`src/verilog/scc_pkg.sv`:
```
// scc_pkg: field layout, enumerations and carrier types of the coefficient store.
// assumes one clock domain; image bits keep their stored bit numbering.
package scc_pkg;

  localparam int IMG_HI         = 99;
  localparam int IMG_LO         = 15;

  localparam int BGAIN_X8_BIT   = 29;
  localparam int BGAIN_HI       = 28;
  localparam int BGAIN_LO       = 15;
  localparam int BOFS_HI        = 43;
  localparam int BOFS_LO        = 30;
  localparam int TGAIN_HI       = 51;
  localparam int TGAIN_LO       = 44;
  localparam int TOFS_HI        = 59;
  localparam int TOFS_LO        = 52;
  localparam int TEMP_SENSOR_READING_HI        = 67;
  localparam int TEMP_SENSOR_READING_LO        = 60;
  localparam int GTC_HI         = 75;
  localparam int GTC_LO         = 68;
  localparam int OTC_HI         = 83;
  localparam int OTC_LO         = 76;
  localparam int OPT_INVERT_BIT = 87;
  localparam int OPT_GNEG_BIT   = 86;
  localparam int OPT_OX8_BIT    = 85;
  localparam int OPT_ONEG_BIT   = 84;
  localparam int SOT_SIGN_BIT   = 95;
  localparam int SOT_MAG_HI     = 94;
  localparam int SOT_MAG_LO     = 88;
  localparam int SOT_TGT_HI     = 99;
  localparam int SOT_TGT_LO     = 98;
  localparam int PAMP_HI        = 97;
  localparam int PAMP_LO        = 96;

  // x8 scaling is a left shift by this many bits
  localparam int X8_SHIFT       = 3;

  localparam logic [1:0] SOT_TGT_BRIDGE = 2'h0;
  localparam logic [1:0] SOT_TGT_GAIN   = 2'h1;
  localparam logic [1:0] SOT_TGT_OFFSET = 2'h2;
  localparam logic [1:0] SOT_TGT_BAD    = 2'h3;

  localparam logic [2:0] ROUTE_BRIDGE   = 3'h1;
  localparam logic [2:0] ROUTE_GAIN     = 3'h2;
  localparam logic [2:0] ROUTE_OFFSET   = 3'h4;
  localparam logic [2:0] ROUTE_NONE     = 3'h0;

  localparam logic [1:0] PAMP_CODE_6    = 2'h0;
  localparam logic [1:0] PAMP_CODE_24   = 2'h1;
  localparam logic [1:0] PAMP_CODE_12   = 2'h2;
  localparam logic [1:0] PAMP_CODE_48   = 2'h3;
  localparam logic [5:0] PAMP_GAIN_6    = 6'h06;
  localparam logic [5:0] PAMP_GAIN_24   = 6'h18;
  localparam logic [5:0] PAMP_GAIN_12   = 6'h0C;
  localparam logic [5:0] PAMP_GAIN_48   = 6'h30;

  typedef logic [IMG_HI:IMG_LO] scc_image_t;

  typedef enum logic [3:0] {
    ST_IDLE   = 4'h1,
    ST_LOAD   = 4'h2,
    ST_SETTLE = 4'h4,
    ST_RUN    = 4'h8
  } scc_state_e;

  typedef struct packed {
    logic [16:0]        bridge_gain;   // unsigned, 11 fraction bits
    logic signed [13:0] bridge_offset;
    logic [7:0]         temp_gain;
    logic signed [7:0]  temp_offset;
    logic [7:0]         temp_sensor_reading_ref;
    logic signed [8:0]  gain_tempco;
    logic signed [11:0] offset_tempco;
    logic               bridge_invert;
    logic signed [10:0] second_order;
    logic [2:0]         sot_route;     // one-hot or zero: bridge, gain tc, offset tc
    logic [5:0]         preamp_gain;
  } scc_coeff_s;

endpackage

```
`src/verilog/scc_coeff_store.sv`:
```
// scc_coeff_store: nonvolatile coefficient image bits 99..15, decoded for the
// correction arithmetic. assumes the nv array and serial front end share ref_clk_in.
// Overview of operation
// - bridge gain in bits 29..15; low fourteen bits unsigned, range zero to below eight.
// - top bridge gain bit set multiplies the fourteen-bit gain value by eight.
// - bridge offset held in bits 43..30 as signed fourteen-bit value.
// - eight-bit temperature gain in bits 51..44 corrects raw temperature reading.
// - eight-bit temperature offset in bits 59..52 corrects raw temperature reading.
// - eight-bit raw temperature reference kept in bits 67..60.
// - gain tempco magnitude in bits 75..68, sign from option field.
// - offset tempco magnitude in bits 83..76, sign and scale from options.
// - option bit three set inverts bridge signal polarity.
// - option bit two set makes gain tempco negative.
// - option bit one scales offset tempco by eight, and second-order term targeting it.
// - option bit zero set makes offset tempco negative.
// - second-order term bits 95..88 are sign-magnitude, magnitude zero to 127.
// - selector 99..98 routes second-order term; code 11 must never be programmed.
// - preamp gain code 00/01/10/11 selects gain 6/24/12/48.
`timescale 1ns/10ps
module scc_coeff_store
  import scc_pkg::*;
(
  input  wire logic       ref_clk_in,
  input  wire logic       arst_n_in,
  input  wire scc_image_t nv_image_in,
  input  wire logic       prog_we_in,
  input  wire scc_image_t prog_data_in,
  output scc_image_t      image_out,
  output scc_coeff_s      coeff_out,
  output logic            coeff_valid_out,
  output logic            second_order_target_bad_out
);

  scc_state_e state_q;
  scc_state_e state_d;
  scc_image_t image_q;
  scc_coeff_s coeff_q;
  scc_coeff_s coeff_d;
  logic       valid_q;
  logic       sot_bad_q;

  // power-up sequencing
  always_comb begin
    state_d = state_q;
    case (state_q)
      ST_IDLE:   state_d = ST_LOAD;
      ST_LOAD:   state_d = ST_SETTLE;
      ST_SETTLE: state_d = ST_RUN;
      ST_RUN:    state_d = ST_RUN;
      default:   state_d = ST_IDLE;
    endcase
  end

  always_ff @(posedge ref_clk_in or negedge arst_n_in) begin
    if (!arst_n_in) begin
      state_q <= ST_IDLE;
    end else begin
      state_q <= state_d;
    end
  end

  // image: nv contents caught after release, then host writes
  always_ff @(posedge ref_clk_in or negedge arst_n_in) begin
    if (!arst_n_in) begin
      image_q <= '0;
    end else if (state_q == ST_LOAD) begin
      image_q <= nv_image_in;
    end else if (state_q == ST_RUN && prog_we_in) begin
      image_q <= prog_data_in;
    end
  end

  // field decode
  always_comb begin
    logic [11:0] otc_abs;
    logic [10:0] sot_abs;
    logic [8:0]  gtc_abs;
    otc_abs = '0;
    sot_abs = '0;
    gtc_abs = '0;
    coeff_d = '0;
    if (image_q[BGAIN_X8_BIT]) begin
      coeff_d.bridge_gain = {image_q[BGAIN_HI:BGAIN_LO], 3'h0};
    end else begin
      coeff_d.bridge_gain = {3'h0, image_q[BGAIN_HI:BGAIN_LO]};
    end
    coeff_d.bridge_offset = image_q[BOFS_HI:BOFS_LO];
    coeff_d.temp_gain     = image_q[TGAIN_HI:TGAIN_LO];
    coeff_d.temp_offset   = image_q[TOFS_HI:TOFS_LO];
    coeff_d.temp_sensor_reading_ref      = image_q[TEMP_SENSOR_READING_HI:TEMP_SENSOR_READING_LO];
    // gain tempco with sign
    gtc_abs = {1'h0, image_q[GTC_HI:GTC_LO]};
    coeff_d.gain_tempco = image_q[OPT_GNEG_BIT] ? 9'(~gtc_abs + 9'h001) : gtc_abs;
    // offset tempco with scale and sign
    if (image_q[OPT_OX8_BIT]) begin
      otc_abs = {1'h0, image_q[OTC_HI:OTC_LO], 3'h0};
    end else begin
      otc_abs = {4'h0, image_q[OTC_HI:OTC_LO]};
    end
    coeff_d.offset_tempco = image_q[OPT_ONEG_BIT] ? 12'(~otc_abs + 12'h001) : otc_abs;
    coeff_d.bridge_invert = image_q[OPT_INVERT_BIT];
    // second-order target routing
    case (image_q[SOT_TGT_HI:SOT_TGT_LO])
      SOT_TGT_BRIDGE: coeff_d.sot_route = ROUTE_BRIDGE;
      SOT_TGT_GAIN:   coeff_d.sot_route = ROUTE_GAIN;
      SOT_TGT_OFFSET: coeff_d.sot_route = ROUTE_OFFSET;
      default:        coeff_d.sot_route = ROUTE_NONE;
    endcase
    // sign-magnitude second-order term, x8 only toward offset tc
    if (image_q[OPT_OX8_BIT] && coeff_d.sot_route == ROUTE_OFFSET) begin
      sot_abs = {1'h0, image_q[SOT_MAG_HI:SOT_MAG_LO], 3'h0};
    end else begin
      sot_abs = {4'h0, image_q[SOT_MAG_HI:SOT_MAG_LO]};
    end
    coeff_d.second_order = image_q[SOT_SIGN_BIT] ? 11'(~sot_abs + 11'h001) : sot_abs;
    // preamp gain map
    case (image_q[PAMP_HI:PAMP_LO])
      PAMP_CODE_6:  coeff_d.preamp_gain = PAMP_GAIN_6;
      PAMP_CODE_24: coeff_d.preamp_gain = PAMP_GAIN_24;
      PAMP_CODE_12: coeff_d.preamp_gain = PAMP_GAIN_12;
      PAMP_CODE_48: coeff_d.preamp_gain = PAMP_GAIN_48;
      default:      coeff_d.preamp_gain = PAMP_GAIN_24;
    endcase
  end

  always_ff @(posedge ref_clk_in or negedge arst_n_in) begin
    if (!arst_n_in) begin
      coeff_q <= '0;
    end else begin
      coeff_q <= coeff_d;
    end
  end

  // valid only once the loaded image has reached the decoded outputs
  always_ff @(posedge ref_clk_in or negedge arst_n_in) begin
    if (!arst_n_in) begin
      valid_q <= 1'b0;
    end else begin
      valid_q <= (state_q == ST_SETTLE) || (state_q == ST_RUN);
    end
  end

  // prohibited selector flagged; term then routed nowhere
  always_ff @(posedge ref_clk_in or negedge arst_n_in) begin
    if (!arst_n_in) begin
      sot_bad_q <= 1'b0;
    end else begin
      sot_bad_q <= (state_q == ST_RUN) && (image_q[SOT_TGT_HI:SOT_TGT_LO] == SOT_TGT_BAD);
    end
  end

  assign image_out       = image_q;
  assign coeff_out       = coeff_q;
  assign coeff_valid_out = valid_q;
  assign second_order_target_bad_out = sot_bad_q;

  chk_gain_scale: assert property (
    @(posedge ref_clk_in) disable iff (!arst_n_in)
    valid_q && $stable(image_q) && image_q[BGAIN_X8_BIT] |->
      coeff_q.bridge_gain == {image_q[BGAIN_HI:BGAIN_LO], 3'h0})
    else $error("bridge gain not scaled by eight");

  chk_gain_plain: assert property (
    @(posedge ref_clk_in) disable iff (!arst_n_in)
    valid_q && $stable(image_q) && !image_q[BGAIN_X8_BIT] |->
      coeff_q.bridge_gain == {3'h0, image_q[BGAIN_HI:BGAIN_LO]})
    else $error("bridge gain mantissa wrong");

  chk_bridge_offset: assert property (
    @(posedge ref_clk_in) disable iff (!arst_n_in)
    valid_q && $stable(image_q) |-> coeff_q.bridge_offset == image_q[BOFS_HI:BOFS_LO])
    else $error("bridge offset mismatch");

  chk_temp_fields: assert property (
    @(posedge ref_clk_in) disable iff (!arst_n_in)
    valid_q && $stable(image_q) |->
      coeff_q.temp_gain == image_q[TGAIN_HI:TGAIN_LO] &&
      coeff_q.temp_offset == image_q[TOFS_HI:TOFS_LO] &&
      coeff_q.temp_sensor_reading_ref == image_q[TEMP_SENSOR_READING_HI:TEMP_SENSOR_READING_LO])
    else $error("temperature fields mismatch");

  chk_gain_tc_sign: assert property (
    @(posedge ref_clk_in) disable iff (!arst_n_in)
    valid_q && $stable(image_q) |->
      coeff_q.gain_tempco + (image_q[OPT_GNEG_BIT] ? 9'(image_q[GTC_HI:GTC_LO]) :
      9'(-$signed({1'b0, image_q[GTC_HI:GTC_LO]}))) == 9'h000)
    else $error("gain tempco sign wrong");

  chk_offset_tc: assert property (
    @(posedge ref_clk_in) disable iff (!arst_n_in)
    valid_q && $stable(image_q) && image_q[OPT_OX8_BIT] && !image_q[OPT_ONEG_BIT] |->
      coeff_q.offset_tempco == {1'h0, image_q[OTC_HI:OTC_LO], 3'h0})
    else $error("offset tempco scale wrong");

  chk_offset_tc_neg: assert property (
    @(posedge ref_clk_in) disable iff (!arst_n_in)
    valid_q && $stable(image_q) && image_q[OPT_ONEG_BIT] && image_q[OTC_HI:OTC_LO] != 8'h00 |->
      coeff_q.offset_tempco[11])
    else $error("offset tempco not negative");

  chk_polarity_flip: assert property (
    @(posedge ref_clk_in) disable iff (!arst_n_in)
    valid_q && $stable(image_q) |-> coeff_q.bridge_invert == image_q[OPT_INVERT_BIT])
    else $error("polarity invert mismatch");

  chk_sot_sign: assert property (
    @(posedge ref_clk_in) disable iff (!arst_n_in)
    valid_q && $stable(image_q) && image_q[SOT_MAG_HI:SOT_MAG_LO] != 7'h00 |->
      coeff_q.second_order[10] == image_q[SOT_SIGN_BIT])
    else $error("second order sign wrong");

  chk_sot_route: assert property (
    @(posedge ref_clk_in) disable iff (!arst_n_in)
    valid_q && $stable(image_q) |->
      $onehot0(coeff_q.sot_route) &&
      ((coeff_q.sot_route == ROUTE_NONE) == (image_q[SOT_TGT_HI:SOT_TGT_LO] == SOT_TGT_BAD)))
    else $error("second order routing wrong");

  chk_preamp_map: assert property (
    @(posedge ref_clk_in) disable iff (!arst_n_in)
    valid_q && $stable(image_q) && image_q[PAMP_HI:PAMP_LO] == PAMP_CODE_12 |->
      coeff_q.preamp_gain == PAMP_GAIN_12)
    else $error("preamp gain map wrong");

  chk_load_first: assert property (
    @(posedge ref_clk_in) disable iff (!arst_n_in)
    state_q == ST_LOAD |=> !valid_q ##1 valid_q && coeff_q == $past(coeff_d))
    else $error("valid before nv load decoded");

  chk_write_hold: assert property (
    @(posedge ref_clk_in) disable iff (!arst_n_in)
    state_q == ST_RUN && !prog_we_in |=> $stable(image_q))
    else $error("image changed without a write");

endmodule

```
`config.mk`:
```
export PLATFORM = sky130hd
export DESIGN_NAME = scc_coeff_store
export DESIGN_NICKNAME = d
export VERILOG_FILES = /design/src/verilog/scc_pkg.sv /design/src/verilog/scc_coeff_store.sv
export SDC_FILE = /design/constraint.sdc
export NUM_CORES = 1
export LEC_CHECK = 0
export BUFFER_PORTS_ARGS = -buffer_cell sky130_fd_sc_hd__buf_2
export CAP_MARGIN = 20
export CORE_ASPECT_RATIO = 0.8
export CORE_UTILIZATION = 30
export DETAILED_ROUTE_END_ITERATION = 7
export GPL_TIMING_DRIVEN = 1
export PLACE_DENSITY = 0.57
export SLEW_MARGIN = 20
export SYNTH_ARGS = -nofsm -noshare
export SYNTH_HDL_FRONTEND = slang
export SYNTH_SLANG_ARGS = --single-unit
```
`constraint.sdc`:
```
create_clock -name ref_clk_in -period 2.5 [get_ports ref_clk_in]
set_input_delay 0.375 -clock ref_clk_in [delete_from_list [all_inputs] [get_ports ref_clk_in]]
set_output_delay 0.375 -clock ref_clk_in [all_outputs]
set_load 0.02 [all_outputs]
```
# --- After elaboration in Yosys (flattened, before gate mapping) ---
# Cells that the tools add are included.
op_classes:
  div: 0
  n_eq_ne: 11
  multipliers: 0
  mux: 11
  n_shift: 0
  magnitude_cmp: 0
  bitwise: 3
  reduce_logical: 8
  add_sub_neg: 3
ops:
  columns: ["operator", "n"]
  rows:
  - ["two-way mux 85 bit", 2]
  - ["case mux 6 bit (4 select lines)", 1]
  - ["two-way mux 11 bit", 2]
  - ["two-way mux 17 bit", 1]
  - ["adder 12 x 1 -> 12 bit (second input constant)", 1]
  - ["two-way mux 12 bit", 1]
  - ["inverter 12 bit", 1]
  - ["case mux 4 bit (3 select lines)", 1]
  - ["adder 11 x 1 -> 11 bit (second input constant)", 1]
  - ["inverter 11 bit", 1]
  - ["two-way mux 10 bit", 1]
  - ["adder 9 x 1 -> 9 bit (second input constant)", 1]
  - ["two-way mux 9 bit", 1]
  - ["inverter 8 -> 9 bit", 1]
  - ["case mux 3 bit (3 select lines)", 1]
  - ["== test 2 bit (second input constant)", 4]
  - ["== test 2 x 1 -> 1 bit (second input constant)", 2]
  - ["== test 4 x 1 -> 1 bit (second input constant)", 1]
  - ["== test 4 x 2 -> 1 bit (second input constant)", 1]
  - ["== test 4 x 3 -> 1 bit (second input constant)", 1]
  - ["== test 4 bit (second input constant)", 1]
  - ["zero test 2 bit", 2]
  - ["== test 3 bit (second input constant)", 1]
  - ["logical AND 1 bit", 3]
  - ["other kinds (3)", 3]
totals:
  ram_bits: 0
  ff_bits: 188
  mem_bits_ro: 0
  n_memories: 0
  in_bits: 173
  latch_bits: 0

# --- Longest topological paths before layout ---
depth:
  ltp_word: 8
  depth_mapped: 9
  depth_no_buf: 8

# --- Worst setup path after synthesis ---
# No wires, ideal clock.
synth_timing:
  path_kind: "register to register"
  startpoint: "reg image_q[70], in the netlist image_out[70]"
  endpoint: "reg coeff_q, in the netlist coeff_out[17]"
  required_time_ns: 2.370
  setup_ns: 0.130
  slack_ns: 0.109
  stages_incl_launch_ff: 10
  synth_period_minus_slack_ns: 2.391
  arrival_time_ns: 2.261
  cell_sequence: "dfrtp_1 > clkbuf_1 > nand3b_1 > and2_2 > inv_1 > ha_1 > or4b_1 > or3_1 > a21oi_1 > a211oi_1"
synth_rtl:
  columns: ["item", "line", "source"]
  rows:
  - ["from (decl)", "scc_coeff_store.sv:36", "scc_image_t image_q;"]
  - ["from (signal assigned)", "scc_coeff_store.sv:67", "image_q <= nv_image_in;"]
  - ["from (signal assigned)", "scc_coeff_store.sv:69", "image_q <= prog_data_in;"]
  - ["to (signal assigned)", "scc_coeff_store.sv:130", "coeff_q <= coeff_d;"]
  - ["to (decl)", "scc_coeff_store.sv:37", "scc_coeff_s coeff_q;"]

==> run summary <==
The power density normalized to cell area was 738.2 mW/mm2. The fraction of final layout cells with drive strength greater than 1 was 41.39%; the final routed DRC violation total was 0. The critical path is of the reg -> reg type.

Primary flip-flop cell chosen by synthesis mapping: sky130_fd_sc_hd__dfrtp_1. The utilization after layout was 40.05%; the register area share after synthesis was 57.96%. The number of primary I/O pins was 357; the post-cts sizing count was 0. The static leakage power was 0.004766 uW. The multi-input combinational cells in the finished layout cover a total of 0.002820 mm2. At the later pin of the worst-skew pair, clock insertion delay measures 0.43 ns.

The first routing iteration left 293 violations. The number of setup buffers added after CTS was 0. The post-placement worst setup slack was 0.3410 ns. The tools report the detailed-router iteration count before antenna repair as 5. Buffers placed on the I/O ports in this run total 355. For the via count of the routed design, the log shows 6086. Of the total synthesized cell area, the portion taken by AND, OR, NAND and NOR gates is 9.497%.

The number of global-route vias before repair came out at 5774. The run gives 51 as the post-synthesis cell type count. Total power for the finished layout comes to 7783 uW.

The final-report hold violation count is 0, and the depth of the most critical reg-to-reg path is 8. For this block, the routed nets add up to 20.43 mm of wire. After detailed routing, the average wire length per cell comes to 14.81 um.

Subtracting the final worst setup slack from the clock period gives 2.194 ns. After routing, the total negative slack on setup checks comes to 0 ns. The horizontal die dimension is 185.4 um. Of all nets on the critical path, the largest fanout is 4. After floorplanning, the core was sized to cover 0.02633 mm2. Setup violations remaining at the end of the flow were counted as 0. The floorplan has 53 rows.

The startpoint of the worst register-to-register path is image_out[83]. The number of pins exceeding their max-slew limit in the final report is 0, and the number of flops mapped to enable cells by yosys is 0. STA classifies the critical path endpoint as a flop.

In this run, synthesis produced a sequential element count of 187. Average vias per placed instance: 4.413. Once the floorplan was initialized, standard cells occupied 30.68% of the core. Counting every instance in the synthesized netlist gives 710. By area, the combinational part of the netlist is dominated by multiplexers. For the number of antenna-violating nets in the routed design, the log shows 0. Derived from the worst setup path, the maximum achievable clock frequency is 455.7 MHz. For the worst setup path, the data arrival time is 2.48 ns. The total congestion overflow was 0; the net count after synthesis was 890. The tools report the die area as 0.02759 mm2.

The run gives 0 as the number of antenna violations at the first check in global routing. The buffer levels on the longest clock path is 2. The worst register-to-register path ends at coeff_out[17].

After Yosys synthesis, XOR and XNOR cells account for 1.952% of the synthesized area. At the end of the flow, the number of nets in the layout was 1189. TritonCTS built the clock tree. Vertical die dimension: 148.8 um. The Yosys step of the flow raised 0 warnings. The remaining max-slew budget at the tightest pin is 54.17%, and the post-layout worst setup margin is 0.3056 ns. The tool flagged a number of max-cap violations equal to 0. In this run, CTS created clock tree buffers numbering 17.

The logs give 4 for the count of H-tree levels built during CTS and 187 for the sink count of the clock tree. Of the total synthesized cell area, the portion taken by full adders, half adders and majority gates is 1.084%. The tools report the peak supply drop as 0.4337 mV. The tools report the worst hold slack across all endpoints as 0.2340 ns. Path class of the lowest-slack min-delay path: in -> reg.

The final critical path takes up 87.77% of the cycle. The async set or reset register ratio after synthesis was 100.0%. The clock arrives with 0.008606 ns of skew. The synthesized netlist devotes 9.249% of its cell area to compound gates. The start point of the worst hold path is prog_data_in[75]. The run finished with clean final reports. The largest net degree at the start of global routing came out at 73.

The logs give 2579 for the number of fillers in the final layout and 14.73% for the overall routing resource usage. Area of the mapped netlist: 0.008076 mm2. The worst setup path is launched from a flop.

At the worst endpoint, the required time is 2.78 ns. 0 antenna diodes ended up in the layout. Relative to the synthesized area, the layout overhead comes to 30.53%.

Setup slack on the worst flop-to-flop path: 0.31 ns. Clock root buffer master: sky130_fd_sc_hd__clkbuf_16. For the pin with the worst max-slew slack, the measured transition is 0.6875 ns.

The worst hold path was traced through 3 stages. Setup repair after global routing left no endpoint under its margin. The congestion estimate from routability-driven global placement came to 0.7815. The placed wire-length estimate after detailed placement was 14.75 mm. Area of all sequential standard cells: 0.004681 mm2. The worst hold endpoint is image_out[75]. After clock tree synthesis, the clock-pin slew on the worst setup and hold paths is 0.07 ns. Proportion of synthesized area in mux cells: 12.94%. A synthesized cell averages 11.38 um2. The first global-routing pass estimated 31.29 mm of wire.
through the flow:
stage	instance area, um2	std cells
finish	10540	1379
CTS	10540	1379
global route	10540	1379
floorplan	8077	710
detailed placement	9935	1346
global placement	9935	1346
placed cells by master, fill, tap and decap left out, types with 4 or more instances in the layout:
cell type	count
sky130_fd_sc_hd__mux2i_1	92
sky130_fd_sc_hd__ha_1	7
sky130_fd_sc_hd__nand2_1	15
sky130_fd_sc_hd__nor2_1	99
sky130_fd_sc_hd__inv_1	7
sky130_fd_sc_hd__buf_4	10
sky130_fd_sc_hd__mux2_2	11
sky130_fd_sc_hd__and2_1	4
sky130_fd_sc_hd__xnor2_1	9
sky130_fd_sc_hd__nor2b_1	8
sky130_fd_sc_hd__xor2_1	9
sky130_fd_sc_hd__o31ai_1	5
sky130_fd_sc_hd__nand2b_1	6
sky130_fd_sc_hd__inv_6	4
sky130_fd_sc_hd__a21oi_1	94
sky130_fd_sc_hd__buf_2	354
sky130_fd_sc_hd__o21ai_0	10
sky130_fd_sc_hd__clkbuf_16	17
sky130_fd_sc_hd__dfrtp_1	186
sky130_fd_sc_hd__buf_12	5
sky130_fd_sc_hd__nor3_1	11
timing repair:
item | in CTS | in global routing
hold endpoints to repair | 45 | 0
hold buffers | 1 | 0
endpoints found under the setup margin | 0 | 0
kinds of logic (layout without fill, tap and decap cells):
| family | count (synthesis) | after routing |
|---|---|---|
| and+or+nand+nor | 166 | 166 |
| AOI/OAI and AO/OA | 130 | 130 |
| adders and majority gates | 7 | 7 |
| other | 1 | 1 |
| DFF | 187 | 187 |
| xor gates and xnor gates | 18 | 18 |
| buffers and inverters | 98 | 410 |
| muxes | 103 | 103 |
worst max-delay path, stage by stage (launching register included):
cell and delay, ns:
sky130_fd_sc_hd__dfrtp_1 0.37, sky130_fd_sc_hd__nand3b_1 0.17, sky130_fd_sc_hd__and2_2 0.21, sky130_fd_sc_hd__inv_1 0.07, sky130_fd_sc_hd__ha_1 0.23, sky130_fd_sc_hd__or4b_1 0.46, sky130_fd_sc_hd__or3_1 0.31, sky130_fd_sc_hd__a21oi_1 0.16
sky130_fd_sc_hd__a211oi_1 0.07
per-layer routing:
metal,global-route usage (%),routed length [um],vias up
met1,19.06,9261,2843
li1,-,-,3008
met4,3.678,184,0
met5,0,0,-
met3,4.956,1389,12
met2,23.58,9590,223
area by class of cell:
class                   count  share of cell area, %
well taps                 357                  4.237
clock inverters            14                  1.507
multi-input cells         425                  26.75
flip-flops and latches    187                  44.40
repair buffers            371                  18.69
clock buffers              18                  4.166
inverters                   7                 0.2492
how the worst max path moves through the flow:
| stage | from | end | slack (ns) | cells past startpoint |
|---|---|---|---|---|
| floorplan | image_out[70] | coeff_out[17] | 0.11 | 9 |
| global placement | image_out[83] | coeff_out[17] | 0.36 | 8 |
| detailed placement | image_out[83] | coeff_out[17] | 0.34 | 8 |
| CTS | image_out[83] | coeff_out[17] | 0.30 | 8 |
| global route | image_out[83] | coeff_out[17] | 0.15 | 8 |
| finish | image_out[83] | coeff_out[17] | 0.31 | 8 |
report_power, final:
part | total [uW] | internal (uW) | switching (uW)
clock | 2760 | 1530 | 1230
sequential | 3570 | 3340 | 228
combinational | 1460 | 549 | 906
cell usage after synthesis, types with 2 or more instances:
cell type,n,area (um2)
sky130_fd_sc_hd__o311ai_0,2,17.52
sky130_fd_sc_hd__mux2i_1,92,920.9
sky130_fd_sc_hd__a211oi_1,2,15.01
sky130_fd_sc_hd__o41ai_1,2,17.52
sky130_fd_sc_hd__nand3_1,3,15.01
sky130_fd_sc_hd__clkbuf_1,24,90.09
sky130_fd_sc_hd__or2_2,2,12.51
sky130_fd_sc_hd__o21ai_0,10,50.05
sky130_fd_sc_hd__o31ai_1,5,37.54
sky130_fd_sc_hd__xor2_1,9,78.83
sky130_fd_sc_hd__nor3_1,12,60.06
sky130_fd_sc_hd__nor2b_1,8,50.05
sky130_fd_sc_hd__buf_4,45,337.8
sky130_fd_sc_hd__nand2b_1,6,37.54
sky130_fd_sc_hd__nor2_1,99,371.6
sky130_fd_sc_hd__inv_1,7,26.28
sky130_fd_sc_hd__o211ai_1,2,15.01
sky130_fd_sc_hd__and2_1,4,25.02
sky130_fd_sc_hd__xnor2_1,9,78.83
sky130_fd_sc_hd__dfrtp_1,186,4654
sky130_fd_sc_hd__mux2_2,11,123.9
sky130_fd_sc_hd__o32ai_1,2,17.52
sky130_fd_sc_hd__a21oi_1,94,470.5
sky130_fd_sc_hd__nor4b_1,2,17.52
sky130_fd_sc_hd__or3_1,3,18.77
sky130_fd_sc_hd__buf_2,17,85.08
sky130_fd_sc_hd__o31a_1,2,17.52
sky130_fd_sc_hd__buf_6,4,45.04
sky130_fd_sc_hd__ha_1,7,87.58
sky130_fd_sc_hd__nand2_1,15,56.30
sky130_fd_sc_hd__nand4b_1,2,17.52
sky130_fd_sc_hd__nand3b_1,3,22.52
sequential cells by signal (all words and copies together), names as in the netlist:
signal / flops
coeff_out: 96
image_out: 85
state_q: 4
coeff_valid_out: 1
second_order_target_bad_out: 1
Power figures use the tool's default switching activity.
